## config.mk

```make
export PLATFORM = sky130hd
export DESIGN_NAME = lscl_status
export DESIGN_NICKNAME = d
export VERILOG_FILES = /design/src/hw/lscl_pkg.sv /design/src/hw/lscl_word_store.sv /design/src/hw/lscl_cond_eval.sv /design/src/hw/lscl_status.sv
export SDC_FILE = /design/constraint.sdc
export NUM_CORES = 1
export LEC_CHECK = 0
export ABC_CLOCK_PERIOD_IN_PS = 5080
export BUFFER_PORTS_ARGS = -buffer_cell sky130_fd_sc_hd__buf_2
export CAP_MARGIN = 20
export CORE_MARGIN = 5
export CORE_UTILIZATION = 56
export CTS_CLUSTER_DIAMETER = 150
export DETAILED_ROUTE_END_ITERATION = 7
export PLACE_DENSITY = 0.79
export SLEW_MARGIN = 10
export SYNTH_ARGS = -nofsm -noshare
export SYNTH_HDL_FRONTEND = slang
export SYNTH_SLANG_ARGS = --single-unit
```

## constraint.sdc

```tcl
create_clock -name clock -period 5.08 [get_ports clock]
set_input_delay 1.016 -clock clock [delete_from_list [all_inputs] [get_ports clock]]
set_output_delay 1.016 -clock clock [all_outputs]
set_load 0.1 [all_outputs]
```

## src/hw/lscl_pkg.sv

```systemverilog
// Purpose: shared constants and types for the level status condition logic
// Assumes: 16-bit words, status bits numbered from the lsb as bit 0
// Notes: bit numbers follow the status word layout
package lscl_pkg;
  // ============================================================
  // status word layout
  localparam int LSCL_WORD_W = 16;
  localparam int LSCL_LEVELS = 4;
  localparam int LSCL_LVL_W = 2;
  localparam int LSCL_BIT_EVEN = 0;
  localparam int LSCL_BIT_CARRY = 1;
  localparam int LSCL_BIT_OVFL = 2;
  localparam int LSCL_BIT_NEG = 3;
  localparam int LSCL_BIT_ZERO = 4;
  localparam int LSCL_BIT_SUPV = 8;
  localparam int LSCL_BIT_INPROC = 9;
  localparam int LSCL_BIT_TRACE = 10;
  localparam int LSCL_BIT_SMASK = 11;
  localparam logic [15:0] LSCL_RESET_WORD = 16'h0100;
  localparam logic [15:0] LSCL_WRITE_MASK = 16'h0F1F;

  // ============================================================
  // operations presented by the arithmetic unit
  typedef enum logic [3:0] {
    LSCL_OP_NONE = 4'h0,
    LSCL_OP_ADD_WORD = 4'h1,
    LSCL_OP_SUB_WORD = 4'h2,
    LSCL_OP_ADD_WORD_WITH_CARRY_IN = 4'h3,
    LSCL_OP_SUB_WORD_WITH_BORROW_IN = 4'h4,
    LSCL_OP_ADD_CARRY_TO_REGISTER = 4'h5,
    LSCL_OP_SUB_CARRY_FROM_REGISTER = 4'h6,
    LSCL_OP_IO_CODE = 4'h7,
    LSCL_OP_LOAD_LEVEL_BLOCK = 4'h8,
    LSCL_OP_LEVEL_EXIT = 4'h9
  } lscl_op_e;

  // ============================================================
  // branch and jump conditions
  typedef enum logic [3:0] {
    LSCL_CC_ZERO = 4'h0,
    LSCL_CC_POS = 4'h1,
    LSCL_CC_NEG = 4'h2,
    LSCL_CC_EVEN = 4'h3,
    LSCL_CC_ALT = 4'h4,
    LSCL_CC_ALE = 4'h5,
    LSCL_CC_LLE = 4'h6,
    LSCL_CC_LLT = 4'h7
  } lscl_cond_e;

  // ============================================================
  // request from the sequencer and datapath
  typedef struct packed {
    logic valid;
    lscl_op_e op;
    logic [15:0] opnd_a;
    logic [15:0] opnd_b;
    logic [15:0] load_word;
    logic [1:0] target_level;
    logic [2:0] io_code;
  } lscl_req_s;

  // conditional transfer test
  typedef struct packed {
    logic valid;
    lscl_cond_e cond;
    logic negate;
  } lscl_test_s;

  // interrupt and reset events forcing supervisor state
  typedef struct packed {
    logic class_int;
    logic io_int;
    logic initial_program_load;
    logic sys_reset;
    logic [1:0] level;
  } lscl_event_s;
endpackage : lscl_pkg

```

## src/hw/lscl_word_store.sv

```systemverilog
// Purpose: per-level storage of the status word, registered read port
// Assumes: one write and one read per cycle
// Notes: read data is registered, one cycle latency
`timescale 1ns/1ps
module lscl_word_store
  import lscl_pkg::*;
#(
  parameter int LEVELS = LSCL_LEVELS,
  parameter int LVL_W = LSCL_LVL_W
) (
  input wire logic clock,
  input wire logic reset_n,
  input wire logic wr_en,
  input wire logic [LVL_W-1:0] wr_level,
  input wire logic [15:0] wr_word,
  input wire logic [LVL_W-1:0] rd_level,
  output logic [15:0] rd_word
);
  initial begin
    if (LEVELS != (1 << LVL_W)) $error("LEVELS must equal 2**LVL_W");
  end

  // ============================================================
  // storage, reset so each level starts in supervisor state
  logic [15:0] words [LEVELS];

  always_ff @(posedge clock or negedge reset_n) begin
    if (!reset_n) begin
      for (int i = 0; i < LEVELS; i++) words[i] <= LSCL_RESET_WORD;
    end else if (wr_en) begin
      words[wr_level] <= wr_word;
    end
  end

  // registered read; written value bypasses so the read is current
  always_ff @(posedge clock or negedge reset_n) begin
    if (!reset_n) begin
      rd_word <= LSCL_RESET_WORD;
    end else if (wr_en && wr_level == rd_level) begin
      rd_word <= wr_word;
    end else begin
      rd_word <= words[rd_level];
    end
  end
endmodule : lscl_word_store

```

## src/hw/lscl_cond_eval.sv

```systemverilog
// Purpose: evaluates a branch or jump condition against the indicators
// Assumes: indicators taken from the active level's status word
// Notes: purely combinational
`timescale 1ns/1ps
module lscl_cond_eval
  import lscl_pkg::*;
(
  input wire logic [4:0] ind,
  input wire lscl_cond_e cond,
  input wire logic negate,
  output logic taken
);
  // ============================================================
  // indicator split
  wire logic e = ind[LSCL_BIT_EVEN];
  wire logic c = ind[LSCL_BIT_CARRY];
  wire logic o = ind[LSCL_BIT_OVFL];
  wire logic n = ind[LSCL_BIT_NEG];
  wire logic z = ind[LSCL_BIT_ZERO];
  // signed less than is negative differing from overflow
  wire logic lt = n ^ o;
  logic raw;

  // condition table; the not-forms invert the result
  always_comb begin
    case (cond)
      LSCL_CC_ZERO: raw = z;
      LSCL_CC_POS: raw = !n && !z;
      LSCL_CC_NEG: raw = n;
      LSCL_CC_EVEN: raw = e;
      LSCL_CC_ALT: raw = lt;
      LSCL_CC_ALE: raw = lt || z;
      LSCL_CC_LLE: raw = c || z;
      LSCL_CC_LLT: raw = c;
      default: raw = 1'b0;
    endcase
  end

  assign taken = raw ^ negate;
endmodule : lscl_cond_eval

```

## src/hw/lscl_status.sv

```systemverilog
// Purpose: per-level status word, indicator update and condition tests
// Assumes: sequencer holds each request for one cycle; active level stable
// Notes: outputs registered; indicator results appear one cycle after op
//
// Operation
// - indicators in bits 0..4: even, carry, overflow, negative, zero
// - add word with carry-in adds both operands plus current carry
// - add carry to register adds only carry to one operand
// - subtract forms chain a borrow through the carry indicator
// - chained zero indicator set only if every result word was zero
// - chained even indicator comes from the lowest-order word lsb
// - chained negative indicator is msb of highest-order word
// - carry set when full result overflows unsigned combined width
// - overflow set when full result overflows signed combined width
// - conditional branch or jump taken only when the test succeeds
// - bit 8 is supervisor state; zero means problem state
// - interrupts, program load and resets force supervisor bit to one
// - load level block in supervisor state loads supervisor bit
// - bit 9 is in-process, set while a level active or preempted; here only load level block sets it
// - level exit clears the in-process bit
// - load level block sets or clears in-process; it steers switching
// - trace bit 10 raises a trace interrupt at each instruction start
// - summary mask bit 11 clear blocks priority and some class interrupts
// - summary mask set lets interrupts through normally
// - equal tests zero indicator set, unequal tests it clear
// - I/O op or I/O interrupt loads even, carry, overflow with code
`timescale 1ns/1ps
module lscl_status
  import lscl_pkg::*;
#(
  parameter int WORD_W = LSCL_WORD_W,
  parameter int LEVELS = LSCL_LEVELS,
  parameter int LVL_W = LSCL_LVL_W
) (
  input wire logic clock,
  input wire logic reset_n,
  input wire logic [LVL_W-1:0] active_level,
  input wire lscl_req_s req,
  input wire lscl_test_s test,
  input wire lscl_event_s evt,
  input wire logic instr_start,
  input wire logic prio_int_req,
  input wire logic maskable_class_req,
  output logic [WORD_W-1:0] result,
  output logic [WORD_W-1:0] level_status_word,
  output logic transfer_taken,
  output logic test_done,
  output logic trace_int,
  output logic prio_int_grant,
  output logic maskable_class_grant,
  output logic privilege_fault,
  output logic level_in_process
);
  initial begin
    if (WORD_W != LSCL_WORD_W) $error("WORD_W must match the status word width");
    if (LEVELS != (1 << LVL_W)) $error("LEVELS must equal 2**LVL_W");
  end

  // ============================================================
  // per-level status words
  logic st_wr_en;
  logic [LVL_W-1:0] st_wr_level;
  logic [15:0] st_wr_word;
  logic [15:0] cur_word;

  lscl_word_store #(.LEVELS(LEVELS), .LVL_W(LVL_W)) u_store (
    .clock(clock),
    .reset_n(reset_n),
    .wr_en(st_wr_en),
    .wr_level(st_wr_level),
    .wr_word(st_wr_word),
    .rd_level(active_level),
    .rd_word(cur_word)
  );

  // ============================================================
  // indicator fields of the active level
  wire logic cur_carry = cur_word[LSCL_BIT_CARRY];
  wire logic cur_zero = cur_word[LSCL_BIT_ZERO];
  wire logic cur_supv = cur_word[LSCL_BIT_SUPV];
  wire logic cur_trace = cur_word[LSCL_BIT_TRACE];
  wire logic cur_smask = cur_word[LSCL_BIT_SMASK];
  wire logic cur_inproc = cur_word[LSCL_BIT_INPROC];

  // stale-read guard: the store bypass already shows an update written last cycle to this level;
  // forward it as well so a level switched to after the write also reads it
  logic fwd_valid;
  logic [15:0] fwd_word;
  logic [LVL_W-1:0] fwd_level;
  wire logic use_fwd = fwd_valid && fwd_level == active_level;
  wire logic [15:0] word_now = use_fwd ? fwd_word : cur_word;
  wire logic carry_now = word_now[LSCL_BIT_CARRY];
  wire logic zero_now = word_now[LSCL_BIT_ZERO];

  // ============================================================
  // operation decode
  wire logic is_add = req.op == LSCL_OP_ADD_WORD;
  wire logic is_sub = req.op == LSCL_OP_SUB_WORD;
  wire logic is_awc = req.op == LSCL_OP_ADD_WORD_WITH_CARRY_IN;
  wire logic is_swb = req.op == LSCL_OP_SUB_WORD_WITH_BORROW_IN;
  wire logic is_acr = req.op == LSCL_OP_ADD_CARRY_TO_REGISTER;
  wire logic is_scr = req.op == LSCL_OP_SUB_CARRY_FROM_REGISTER;
  wire logic is_io = req.op == LSCL_OP_IO_CODE;
  wire logic is_llb = req.op == LSCL_OP_LOAD_LEVEL_BLOCK;
  wire logic is_lex = req.op == LSCL_OP_LEVEL_EXIT;
  wire logic is_chain = is_awc || is_swb || is_acr || is_scr;
  wire logic is_subtract = is_sub || is_swb || is_scr;
  wire logic is_arith = is_add || is_sub || is_chain;
  wire logic one_opnd = is_acr || is_scr;
  wire logic supv_ok = word_now[LSCL_BIT_SUPV];
  // level block target may differ from the active level
  wire logic [LVL_W-1:0] llb_level = req.target_level;

  // ============================================================
  // adder: subtract as a + ~b + carry-in, carry indicator holds borrow
  wire logic [15:0] b_in = one_opnd ? 16'h0000 : req.opnd_b;
  wire logic [15:0] b_eff = is_subtract ? ~b_in : b_in;
  wire logic chain_cin = is_subtract ? !carry_now : carry_now;
  wire logic cin = is_chain ? chain_cin : is_subtract;
  wire logic [16:0] sum = {1'b0, req.opnd_a} + {1'b0, b_eff} + {16'h0000, cin};
  wire logic [15:0] sum_w = sum[15:0];
  wire logic cout = sum[16];
  wire logic ci_msb = sum_w[15] ^ req.opnd_a[15] ^ b_eff[15];

  // ============================================================
  // next indicators
  wire logic res_zero = sum_w == 16'h0000;
  wire logic nxt_zero = is_chain ? (res_zero && zero_now) : res_zero;
  // even only meaningful from the lowest word: keep it through the chain
  wire logic nxt_even = is_chain ? word_now[LSCL_BIT_EVEN] : !sum_w[0];
  wire logic nxt_neg = sum_w[15];
  wire logic nxt_carry = is_subtract ? !cout : cout;
  wire logic nxt_ovfl = ci_msb ^ cout;

  logic [15:0] arith_word;
  always_comb begin
    arith_word = word_now;
    arith_word[LSCL_BIT_EVEN] = nxt_even;
    arith_word[LSCL_BIT_CARRY] = nxt_carry;
    arith_word[LSCL_BIT_OVFL] = nxt_ovfl;
    arith_word[LSCL_BIT_NEG] = nxt_neg;
    arith_word[LSCL_BIT_ZERO] = nxt_zero;
  end

  // I/O condition code: even is the high-order code bit
  logic [15:0] io_word;
  always_comb begin
    io_word = word_now;
    io_word[LSCL_BIT_EVEN] = req.io_code[2];
    io_word[LSCL_BIT_CARRY] = req.io_code[1];
    io_word[LSCL_BIT_OVFL] = req.io_code[0];
  end

  wire logic [15:0] lex_word = word_now & ~(16'h0001 << LSCL_BIT_INPROC);
  wire logic [15:0] llb_word = req.load_word & LSCL_WRITE_MASK;
  wire logic [15:0] supv_set = 16'h0001 << LSCL_BIT_SUPV;
  wire logic evt_any = evt.class_int || evt.io_int || evt.initial_program_load || evt.sys_reset;
  // ============================================================
  // write selection; events force supervisor state, set wins
  wire logic llb_go = req.valid && is_llb && supv_ok;
  wire logic op_go = req.valid && (is_arith || is_io || is_lex);
  logic [15:0] op_word;
  always_comb begin
    if (is_io) begin
      op_word = io_word;
    end else if (is_lex) begin
      op_word = lex_word;
    end else begin
      op_word = arith_word;
    end
  end

  always_comb begin
    st_wr_en = 1'b0;
    st_wr_level = active_level;
    st_wr_word = word_now;
    if (evt_any) begin
      st_wr_en = 1'b1;
      st_wr_level = evt.level;
      st_wr_word = ((op_go && evt.level == active_level) ? op_word : word_now);
      if (evt.level != active_level) begin
        st_wr_word = cur_word_sel(evt.level);
      end
      if (evt.io_int) begin
        st_wr_word[LSCL_BIT_EVEN] = req.io_code[2];
        st_wr_word[LSCL_BIT_CARRY] = req.io_code[1];
        st_wr_word[LSCL_BIT_OVFL] = req.io_code[0];
      end
      st_wr_word = st_wr_word | supv_set;
    end else if (llb_go) begin
      st_wr_en = 1'b1;
      st_wr_level = llb_level;
      st_wr_word = llb_word;
    end else if (op_go) begin
      st_wr_en = 1'b1;
      st_wr_word = op_word;
    end
  end

  // other levels' words are not visible here; event on another level
  // therefore writes the reset pattern with the supervisor bit set, plus the code on an I/O interrupt
  function automatic logic [15:0] cur_word_sel(input logic [LVL_W-1:0] lvl);
    cur_word_sel = LSCL_RESET_WORD | {15'h0000, lvl == lvl};
    cur_word_sel = cur_word_sel & ~16'h0001;
  endfunction : cur_word_sel

  // forwarding register for the just-written word
  always_ff @(posedge clock or negedge reset_n) begin
    if (!reset_n) begin
      fwd_valid <= 1'b0;
      fwd_word <= LSCL_RESET_WORD;
      fwd_level <= '0;
    end else begin
      fwd_valid <= st_wr_en;
      fwd_word <= st_wr_word;
      fwd_level <= st_wr_level;
    end
  end

  // ============================================================
  // condition test
  logic cond_taken;
  lscl_cond_eval u_cond (
    .ind(word_now[4:0]),
    .cond(test.cond),
    .negate(test.negate),
    .taken(cond_taken)
  );

  // ============================================================
  // interrupt gating by summary mask and trace
  wire logic next_prio_grant = prio_int_req && word_now[LSCL_BIT_SMASK];
  wire logic next_class_grant = maskable_class_req && word_now[LSCL_BIT_SMASK];
  wire logic next_trace = instr_start && word_now[LSCL_BIT_TRACE];
  wire logic next_priv_fault = req.valid && is_llb && !supv_ok;

  // registered outputs
  always_ff @(posedge clock or negedge reset_n) begin
    if (!reset_n) begin
      result <= '0;
      level_status_word <= LSCL_RESET_WORD;
      transfer_taken <= 1'b0;
      test_done <= 1'b0;
      trace_int <= 1'b0;
      prio_int_grant <= 1'b0;
      maskable_class_grant <= 1'b0;
      privilege_fault <= 1'b0;
      level_in_process <= 1'b0;
    end else begin
      result <= (req.valid && is_arith) ? sum_w : result;
      level_status_word <= (st_wr_en && st_wr_level == active_level) ? st_wr_word : word_now;
      transfer_taken <= test.valid && cond_taken;
      test_done <= test.valid;
      trace_int <= next_trace;
      prio_int_grant <= next_prio_grant;
      maskable_class_grant <= next_class_grant;
      privilege_fault <= next_priv_fault;
      level_in_process <= word_now[LSCL_BIT_INPROC];
    end
  end

  // unused copies kept quiet for readers
  wire logic unused_ok = cur_carry ^ cur_zero ^ cur_supv ^ cur_trace ^ cur_smask ^ cur_inproc;
endmodule : lscl_status

```

After elaboration in Yosys (flattened, before gate mapping)
Index checks and enable logic that the tools add are counted.
Word-level totals
  register bits after elaboration: 138
  bits of input ports: 77
  output and inout port bits: 39
  logic and storage cells: 118
Cells by class
  add/sub/neg operators: 2
  magnitude comparators: 3
  eq/ne operators: 20
  mux-type cells: 30
  bitwise operators: 8
  reductions and logical operators: 38
Operators with widths (number)
  $mux W16: 11
  $bwmux W64: 1
  $mux W10: 4
  $bmux W16 S2: 1
  $demux W16 S2: 1
  $eq A4 B3 Y1 const B: 8
  $add A16 B16 Y17: 1
  $add A17 B1 Y17: 1
  $eq A4 B2 Y1 const B: 4
  $logic_not A16 Y1: 1
  $not A16 Y16: 1
  $logic_and A1 B1 Y1: 15
  $logic_or A1 B1 Y1: 15
  $eq A4 B1 Y1 const B: 2
  $eq A4 B4 Y1 const B: 2
  $mux W1: 8
  $pmux W1 S8: 1
  $eq A2 B2 Y1: 3
  $ge A3 B3 Y1 const B: 2
  $logic_not A1 Y1: 6
  $not A2 Y3: 2
  $xor A1 B1 Y1: 5
  $logic_not A4 Y1: 1
  $mux W2: 2
  other kinds (3): 3

Longest topological paths before layout
Gate-level depths: netlist (run 1).
  depth after elaboration: 17
  mapped depth: 17
  gate-level depth less buffers: 16

Modules after synthesis
From an unflattened synthesis (run 1), not the netlist that was laid out.
Unflattened totals
  cell total of the unflattened synthesis: 640
  area, all modules: 7567.3 um^2
Modules (own cells, without submodules)
  lscl_status: instances 1, cells an instance 431, area each 3946.3 um^2, sequential area each 1453.9 um^2
  lscl_word_store: instances 1, cells an instance 195, area each 3515.9 um^2, sequential area each 2008.2 um^2
  lscl_cond_eval: instances 1, cells an instance 14, area each 105.1 um^2, sequential area each 0.0 um^2

Worst setup path after synthesis (run 1)
No wires, ideal clock.
  path kind: input to register
  start: input port active_level[1]
  end: register u_store.words[52] (netlist name)
  library setup time: 77 ps
  arrival: 4664 ps
  required time: 5003 ps
  slack: 339 ps
  cell stages on the path: 17
  path buffers: 1
  cells stage by stage: xnor2_1 -> nand3_1 -> buf_2 -> mux2_2 -> nor2_1 -> nor2_1 -> nor3_1 -> fa_1 -> inv_1 -> fa_1 -> nor2b_1 -> o2111a_1 -> nor3_1 -> or4_1 -> a221oi_1 -> nand4_1 -> a21oi_1
Between the ends
  longest elaborated chain between the ends: 16
  elaborated cells on any way between the ends: 32
  those cells by class: 1 x add/sub; 2 x order compare; 3 x eq/ne; 18 x mux; 1 x bitwise; 7 x reduce/logical
Ends and longest elaborated chain
  start, declared: RTL line lscl_status.sv:37  | input wire logic [LVL_W-1:0] active_level,
  $eq A2 B2 Y1: RTL line lscl_status.sv:90  | wire logic use_fwd = fwd_valid && fwd_level == active_level;
  $logic_and A1 B1 Y1: RTL line lscl_status.sv:90
  $mux W16: RTL line lscl_status.sv:91  | wire logic [15:0] word_now = use_fwd ? fwd_word : cur_word;
  $logic_not A1 Y1: RTL line lscl_status.sv:118  | wire logic chain_cin = is_subtract ? !carry_now : carry_now;
  $mux W1: RTL line lscl_status.sv:118
  $mux W1: RTL line lscl_status.sv:119  | wire logic cin = is_chain ? chain_cin : is_subtract;
  $add A17 B1 Y17: RTL line lscl_status.sv:120  | wire logic [16:0] sum = {1'b0, req.opnd_a} + {1'b0, b_eff} + {16'h0000, cin};
  $logic_not A16 Y1: RTL line lscl_status.sv:127  | wire logic res_zero = sum_w == 16'h0000;
  $logic_and A1 B1 Y1: RTL line lscl_status.sv:128  | wire logic nxt_zero = is_chain ? (res_zero && zero_now) : res_zero;
  $mux W1: RTL line lscl_status.sv:128
  $mux W10: RTL line lscl_status.sv:166  | end else if (is_lex) begin
  $mux W10: RTL line lscl_status.sv:164  | if (is_io) begin
  $mux W10 (on tied branches): RTL line lscl_status.sv:194, lscl_status.sv:180
  $mux W16 (on tied branches): RTL line lscl_status.sv:190, lscl_status.sv:181
  $mux W16: RTL line lscl_status.sv:177  | if (evt_any) begin
  $bwmux W64: RTL line lscl_word_store.sv:31  | words[wr_level] <= wr_word;
  end signal, assigned by index: RTL line lscl_word_store.sv:31
  end, declared: RTL line lscl_word_store.sv:25  | logic [15:0] words [LEVELS];
Parallel ways exist; a longest one is shown, timed or not.
A chain may end at the register's enable or synchronous reset.

Final worst setup path (run 1)
  start: input port active_level[1]
  end: register u_store.words[36] (netlist name)
Same word-level chain as after synthesis.

==> metrics.md, run 1 <==
| Metric | Value |
|---|---|
| Largest net degree at the start of global routing | `110` |
| 1st-iter DRT viols | `around 470` |
| Mux cell area share after synthesis | `between 10% and 20%` |
| Final nets | `945` |
| Row cnt | `43` |
| Final WS setup | `0.390 ns` |
| Synth async-reset ratio | `100%` |
| Initial antenna violation count | `0` |
| Clock Tree Root | `clkbuf_16` |
| CP required | `5.42 ns` |
| Worst reg2reg endpoint | `u_store.words[36]` |
| Clock sinks | `around 140` |
| Post-Synth Simple-Gate Area | `14.4%` |
| IO Count | `116` |
| Post-synthesis cell count | `742` |
| Setup crit start kind | `input port` |
| Met1 usage | `32.5%` |
| Setup tns final | `0 ns` |
| Critical path class | `in2reg` |
| Final WL | `19,400 um` |
| Period utilization | `92.3%` |
| Synth-to-Final Area Change | `18.1%` |
| Synth warn | `0` |
| Largest family of logic cells by synthesized area | `multiplexers` |
| Storage cell area | `between 3000 and 4000 um2` |
| Share of cells above drive strength 1 | `29.1%` |
| DRC viols | `0` |
| Dpl hpwl | `13,100 um` |
| Vias per Instance | `6.00` |
| XOR/XNOR Fraction of Synth Area | `3.72%` |
| M3 GR Usage | `between 4 and 5%` |
| First-pass GRT wire length | `31,900 um` |
| Post-CTS setup buffer count | `0` |
| Crit path capture | `u_store.words[36]` |
| Status | `finished clean` |
| Crit. Startpoint | `active_level[1]` |
| Synth top area share | `42.1%` |
| All-Layer GR Usage | `24.7%` |
| Hold bufs inserted after CTS | `0` |
| Vias in the first global route | `6,381` |
| Critical Path Sink Type | `flip-flop` |
| CTS tree | `built` |
| H-tree Lvls | `4` |
| CTS max path bufs | `2` |
| Largest area contributor in the netlist | `dfrtp_1` |
| Syn Std Cell Area | `7780 um2` |
| R2r worst-path depth | `16` |
| Die H | `128 um` |
| Pre-CTS setup slack | `0.0594 ns` |
| Final Non-Filler Cells | `1,044` |
| Post-layout min period | `around 4.7 ns` |
| Worst-margin pin slew | `1.08 ns` |
| Dpl cells | `~1,000` |
| Compound-gate portion of the synthesized area | `13.9%` |
| RSZ-0062 raised after global routing | `false` |
| Die area | `approximately 16,000 um2` |
| Prevailing post-synth register cell | `dfrtp_1` |
| Util after Layout | `66.7%` |
| CORE AREA | `approximately 14,000 um2` |
| Syn_area_per_cell | `roughly 10 um2` |
| Commonest non-fill, non-tap cell in the layout | `dfrtp_1` |
| Post-Synth Adder-Cell Area | `2.93%` |
| Sequential element share of the synthesized area | `44.5%` |
| Die X | `128 um` |
| Final hold slack | `around 0.47 ns` |
| Number of flops mapped to enable cells by yosys | `0` |
| Worst slew margin | `27.9%` |
| Ant diodes | `0` |
| Grt ovf | `0` |
| Fin area | `9190 um2` |
| Area contributors post-synth | `dfrtp_1 (42%), mux2_2 (6.8%), mux4_2 (4.6%)` |
| Clock skew after layout | `around 0.012 ns` |
| Wire per inst | `18.6 um` |
| Peak supply drop | `368 uV` |
| Max Cap Viol | `0` |
| Worst Hold Class | `reg2reg` |
| CTS clk-pin slew, worst paths | `0.06 ns` |
| First-pass DRT Iterations | `5` |
| IO buf count | `108` |
| Arrival time at the worst endpoint | `5.03 ns` |
| Post-route ant nets | `0` |
| Power Dens Cells | `418 nW/um2` |
| Largest fanout on the critical path | `7` |
| Global placement routability congestion | `0.918` |
| Via count | `6,265` |
| Upper clock frequency limit | `0.213 GHz` |
| GRT busiest layer | `met2` |
| Post-route total power | `3.84 mW` |
| Unique masters post-synth | `77` |
| Synth Register Bits | `138` |
| Placed instance area | `8540 um2` |
| Final Hold Fails | `0` |
| Starting Density | `56.5%` |
| Worst reg2reg setup slack | `0.68 ns` |
| Final setup fails | `0` |
| Syn Nets | `between 800 and 900` |
| # fillers | `1,072` |
| Clock latency on the worst-skew pair | `between 0.4 and 0.5 ns` |
| Num CTS Buffers | `17` |
| Reg2reg start | `fwd_level[1]` |
| Static leakage | `4.43 nW` |
| Final Slew Violations | `0` |
| Multi-input gate area | `4100 um2` |
| Cts repair resizes | `0` |
| Leading cell types in the layout, fill and taps excluded | `dfrtp_1 (131), buf_2 (107), nand2_1 (79)` |
| Met2 GRT Util | `40.6%` |
state kept, by name, indices dropped and copies added (netlist names), 2 cells and up:
register / cells
fwd_level: 2
fwd_word: 16
level_status_word: 16
result: 16
u_store.rd_word: 16
u_store.words: 64
worst min-delay path by stage:
stage | to | startpoint | slack [ns] | depth (start not counted)
floorplan | u_store.words[40] | u_store.words[40] | 0.44 | 2
global placement | u_store.words[40] | u_store.words[40] | 0.45 | 2
detailed placement | u_store.words[40] | u_store.words[40] | 0.46 | 2
CTS | u_store.words[40] | u_store.words[40] | 0.47 | 2
global route | u_store.words[40] | u_store.words[40] | 0.48 | 2
finish | u_store.words[40] | u_store.words[40] | 0.47 | 2
cell type report:
| type | instances | share of cell area [%] |
|---|---|---|
| flip-flops and latches | 138 | 37.7 |
| clock buffers | 19 | 4.93 |
| inverters | 18 | 0.736 |
| multi-input cells | 549 | 44.6 |
| clock inverters | 13 | 2.07 |
| repair buffers | 127 | 7.51 |
| well taps | 180 | 2.45 |
worst max-delay path, cell delays in order:
cell	delay (ns)
buf_2	0.11
xnor2_1	0.19
nand3_1	0.19
mux2_2	0.32
nor2_1	0.09
nor2_1	0.06
nor3_1	0.19
fa_1	0.30
inv_1	0.07
fa_1	0.41
nor2b_1	0.24
o2111a_1	0.27
nor3_1	0.08
or4_1	0.56
a221oi_1	0.30
nand4_1	0.36
a21oi_1	0.25
per-layer routing:
metal	routed length, um	up-vias	share of wire, %
met2	9460	237	49
met1	8270	3053	43
met5	0	-	0
met4	507	0	2.6
met3	1130	40	5.8
li1	-	2935	-
kinds of logic (layout without fill, tap and decap cells):
group | Yosys count | in the layout
simple gates | 235 | 235
xor+xnor | 33 | 33
mux | 105 | 105
flops | 138 | 138
buf+inv | 55 | 177
compound gates | 159 | 159
fa+ha+maj | 17 | 17
Yosys cell counts (all sizes together) (4+ instances only):
| cell | number |
|---|---|
| a21boi | 4 |
| a21oi | 40 |
| buf | 15 |
| nand2b | 6 |
| inv | 18 |
| or2 | 4 |
| a31oi | 12 |
| mux4 | 16 |
| xor2 | 5 |
| mux2i | 26 |
| nor2b | 9 |
| nor2 | 61 |
| and2 | 6 |
| o31ai | 12 |
| nand3 | 16 |
| o21ai | 35 |
| xnor2 | 28 |
| dfstp | 7 |
| o21a | 4 |
| nor4 | 5 |
| clkbuf | 22 |
| nand2 | 79 |
| mux2 | 63 |
| nor3 | 19 |
| nand4 | 5 |
| or3 | 7 |
| dfrtp | 131 |
| a211oi | 4 |
| o211ai | 7 |
| ha | 15 |
| and3 | 5 |
where the power goes:
group | total, mW | internal, mW | switching (mW)
sequential | 1.28 | 1.22 | 0.0609
clock | 1.34 | 0.851 | 0.486
combinational | 1.22 | 0.341 | 0.877
total | 3.84 | 2.42 | 1.42
No activity file was read; power rests on OpenSTA's default activity.
==> inputs of run 2 (changes only) <==
Settings changed: ABC_CLOCK_PERIOD_IN_PS 5080 to 4460, CELL_PAD_IN_SITES_DETAIL_PLACEMENT set to 1, CELL_PAD_IN_SITES_GLOBAL_PLACEMENT set to 1, CORE_UTILIZATION 56 to 45, PLACE_DENSITY 0.79 to not set, PLACE_DENSITY_LB_ADDON set to 0.1.
Clock period 5.08 ns to 4.46 ns, I/O delays scaled along.
==> metrics.md, run 2 (synthesis gave the netlist of run 1 again) <==
| Metric | Value |
|---|---|
| Status | `finished clean` |
| IO buf count | `108 (unchanged)` |
| CP required | `4.79 ns (-0.63 ns)` |
| Final Slew Violations | `0 (unchanged)` |
| NetSw | `1.68 mW (+18%)` |
| IO Count | `116 (unchanged)` |
| Placed instance area | `8780 um2 (+2.7%)` |
| Synth-to-Final Area Change | `21.3%` |
| Period utilization | `93.1%` |
| Upper clock frequency limit | `0.241 GHz` |
| CP top delay family | `simple AND/OR/NAND/NOR gates` |
| Global placement routability congestion | `0.901 (-1.8%)` |
| H-tree Lvls | `4 (unchanged)` |
| CTS tree | `built` |
| Setup crit start kind | `input port` |
| Max Cap Viol | `0 (unchanged)` |
| RSZ-0062 raised after global routing | `false` |
| Num CTS Buffers | `17 (unchanged)` |
| Largest fanout on the critical path | `7 (unchanged)` |
| First-pass DRT Iterations | `5 (unchanged)` |
| Pre-CTS setup slack | `-0.271 ns (-0.331 ns)` |
| Worst Hold Class | `in2async` |
| Clock Tree Root | `clkbuf_16` |
| CORE AREA | `17,100 um2 (+24%)` |
| Clock latency on the worst-skew pair | `0.42 ns (about the same)` |
| Fin area | `9440 um2 (+2.8%)` |
| Final hold slack | `0.321 ns (-0.151 ns)` |
| Power Dens Cells | `466 nW/um2 (+11%)` |
| Slowest cell delay on critical path | `0.54 ns (-0.02 ns)` |
| Sw frac | `38.2% (+1.1 points)` |
| Worst-margin pin slew | `1.13 ns (+0.0448 ns)` |
| Initial antenna violation count | `0 (unchanged)` |
| DRC viols | `0 (unchanged)` |
| Post-layout min period | `4.15 ns` |
| 1st-iter DRT viols | `194 (-59%)` |
| Final setup fails | `0 (unchanged)` |
| Critical path class | `in2reg` |
| Clock skew after layout | `0.00794 ns (-0.00362 ns)` |
| Dpl hpwl | `16,300 um (+24%)` |
| Worst slew margin | `24.0% (-3.9 points)` |
| Final WS setup | `0.306 ns (-0.0836 ns)` |
| Share of cells above drive strength 1 | `31.6% (+2.5 points)` |
| Ant diodes | `0 (unchanged)` |
| Slowest cell on the critical path | `or4_1` |
| Grt ovf | `0 (unchanged)` |
| Final nets | `969 (+2.5%)` |
| Critical path buffer and inverter count | `3 (+1)` |
| Critical-path cell list | `buf_2, xnor2_2, nand3_2, mux2_2, nor2_1, nor2_1, nor3_2, fa_2, inv_1, fa_1, nor2b_2, o2111a_1, nor3_1, or4_1, a221oi_1, nand4_1, buf_4, a21oi_1` |
| Leading cell types in the layout, fill and taps excluded | `dfrtp_1 (131), buf_2 (107), nand2_1 (79)` |
| Part of the power in registers | `33.2% (-0.2 points)` |
| Starting Density | `45.5% (-11 points)` |
| Static leakage | `4.55 nW (+2.8%)` |
| Vias in the first global route | `6,985 (+9.5%)` |
| Arrival time at the worst endpoint | `4.49 ns (-0.54 ns)` |
| Peak supply drop | `294 uV (-20%)` |
| Commonest non-fill, non-tap cell in the layout | `dfrtp_1` |
| # fillers | `1,921 (+79%)` |
| Final Hold Fails | `0 (unchanged)` |
| Top reg by flops | `u_store.words` |
| Post-route ant nets | `0 (unchanged)` |
| All-Layer GR Usage | `23.2% (-1.6 points)` |
| Setup tns final | `0 ns (unchanged)` |
| Max reg flops | `64 (unchanged)` |
| Largest net degree at the start of global routing | `113 (+2.7%)` |
| Post-CTS setup buffer count | `0 (unchanged)` |
| CTS max path bufs | `2 (unchanged)` |
| Storage cell area | `3460 um2 (unchanged)` |
| Vias per Instance | `5.68 (-5.3%)` |
| Clock sinks | `138 (unchanged)` |
| Die area | `20,000 um2 (+22%)` |
| Pint | `2.72 mW (+13%)` |
| Die H | `141 um (+11%)` |
| First-pass GRT wire length | `36,800 um (+15%)` |
| Critical Path Sink Type | `flip-flop` |
| Clk pwr share | `33.4% (-1.4 points)` |
| Comb power frac | `33.4% (+1.7 points)` |
| Wire per inst | `20.4 um (+10%)` |
| Final WL | `22,700 um (+17%)` |
| Row cnt | `48 (+12%)` |
| Die X | `141 um (+11%)` |
| CTS clk-pin slew, worst paths | `0.06 ns (about the same)` |
| Via count | `6,321 (+0.89%)` |
| CP dominant cell by count | `nor2_1` |
| Multi-input gate area | `4130 um2 (+0.89%)` |
-- run 2: cell count changes in the layout (fill, tap and decap cells not counted), moves of 2 or more --
cell,before,now
xnor2_1,28,26
buf_4,19,42
xnor2_2,0,2
clkinvlp_4,4,2
-- run 2: final timing paths --
| kind | endpoint | slack (ns) | startpoint | depth (start not counted) |
|---|---|---|---|---|
| worst max register to register | u_store.words[52] | 0.43 | fwd_level[1] | 17 |
| max in group asynchronous | fwd_word[6] | 3.05 | reset_n | 3 |
| worst min-delay path | u_store.words[28] | 0.32 | reset_n | 1 |
| worst max-delay path | u_store.words[52] | 0.31 | active_level[0] | 18 |
| min in group clock | u_store.words[40] | 0.47 | u_store.words[40] | 2 |
| worst min register to register | u_store.words[40] | 0.47 | u_store.words[40] | 2 |
-- run 2: timing repair --
item | in CTS | in global routing
setup endpoints to repair | 0 | 14
hold buffers | 0 | 0
gates resized for setup | 0 | 6
-- run 2: metrics by stage --
step	instances	total power, mW	util, %
2_1_floorplan	742	2.54	-
3_3_place_gp	1080	2.90	51.3
3_5_place_dp	1080	2.94	51.3
4_1_cts	1111	4.43	54.8
5_1_grt	1112	4.61	55.2
6_report	1112	4.40	55.2
-- run 2: layer usage --
layer	routed length, um	GRT usage, %	share of wire, %
met2	11600	39.9	51
met5	0	0	0
met1	9790	29.9	43
met4	408	7.58	1.8
met3	881	3.84	3.9
-- run 2: power by group through the flow --
stage	Combinational [mW]	Sequential (mW)	Clock [mW]
finish	1.47	1.46	1.47
global route	1.57	1.48	1.56
CTS	1.47	1.46	1.50
detailed placement	1.46	1.48	0
global placement	1.43	1.47	0
floorplan	0.594	1.94	0
-- run 2: final cells by class --
type / count / area share (%)
Clock inverter: 12 / 1.72
Inverter: 18 / 0.716
Timing Repair Buffer: 151 / 9.42
Sequential cell: 138 / 36.7
Clock buffer: 19 / 4.69
Tap cell: 225 / 2.98
Multi-Input combinational cell: 549 / 43.8
-- run 2: worst register-to-register path: cells and delay by family (launching register included) --
kind	cells	cell delay, ns
AND/OR/NAND/NOR	8	1.41
adder cells (fa/ha/maj)	2	0.71
AO/OA/AOI/OAI	3	0.63
flip-flops	1	0.43
multiplexers	1	0.31
buffers and inverters	2	0.25
XOR/XNOR	1	0.20
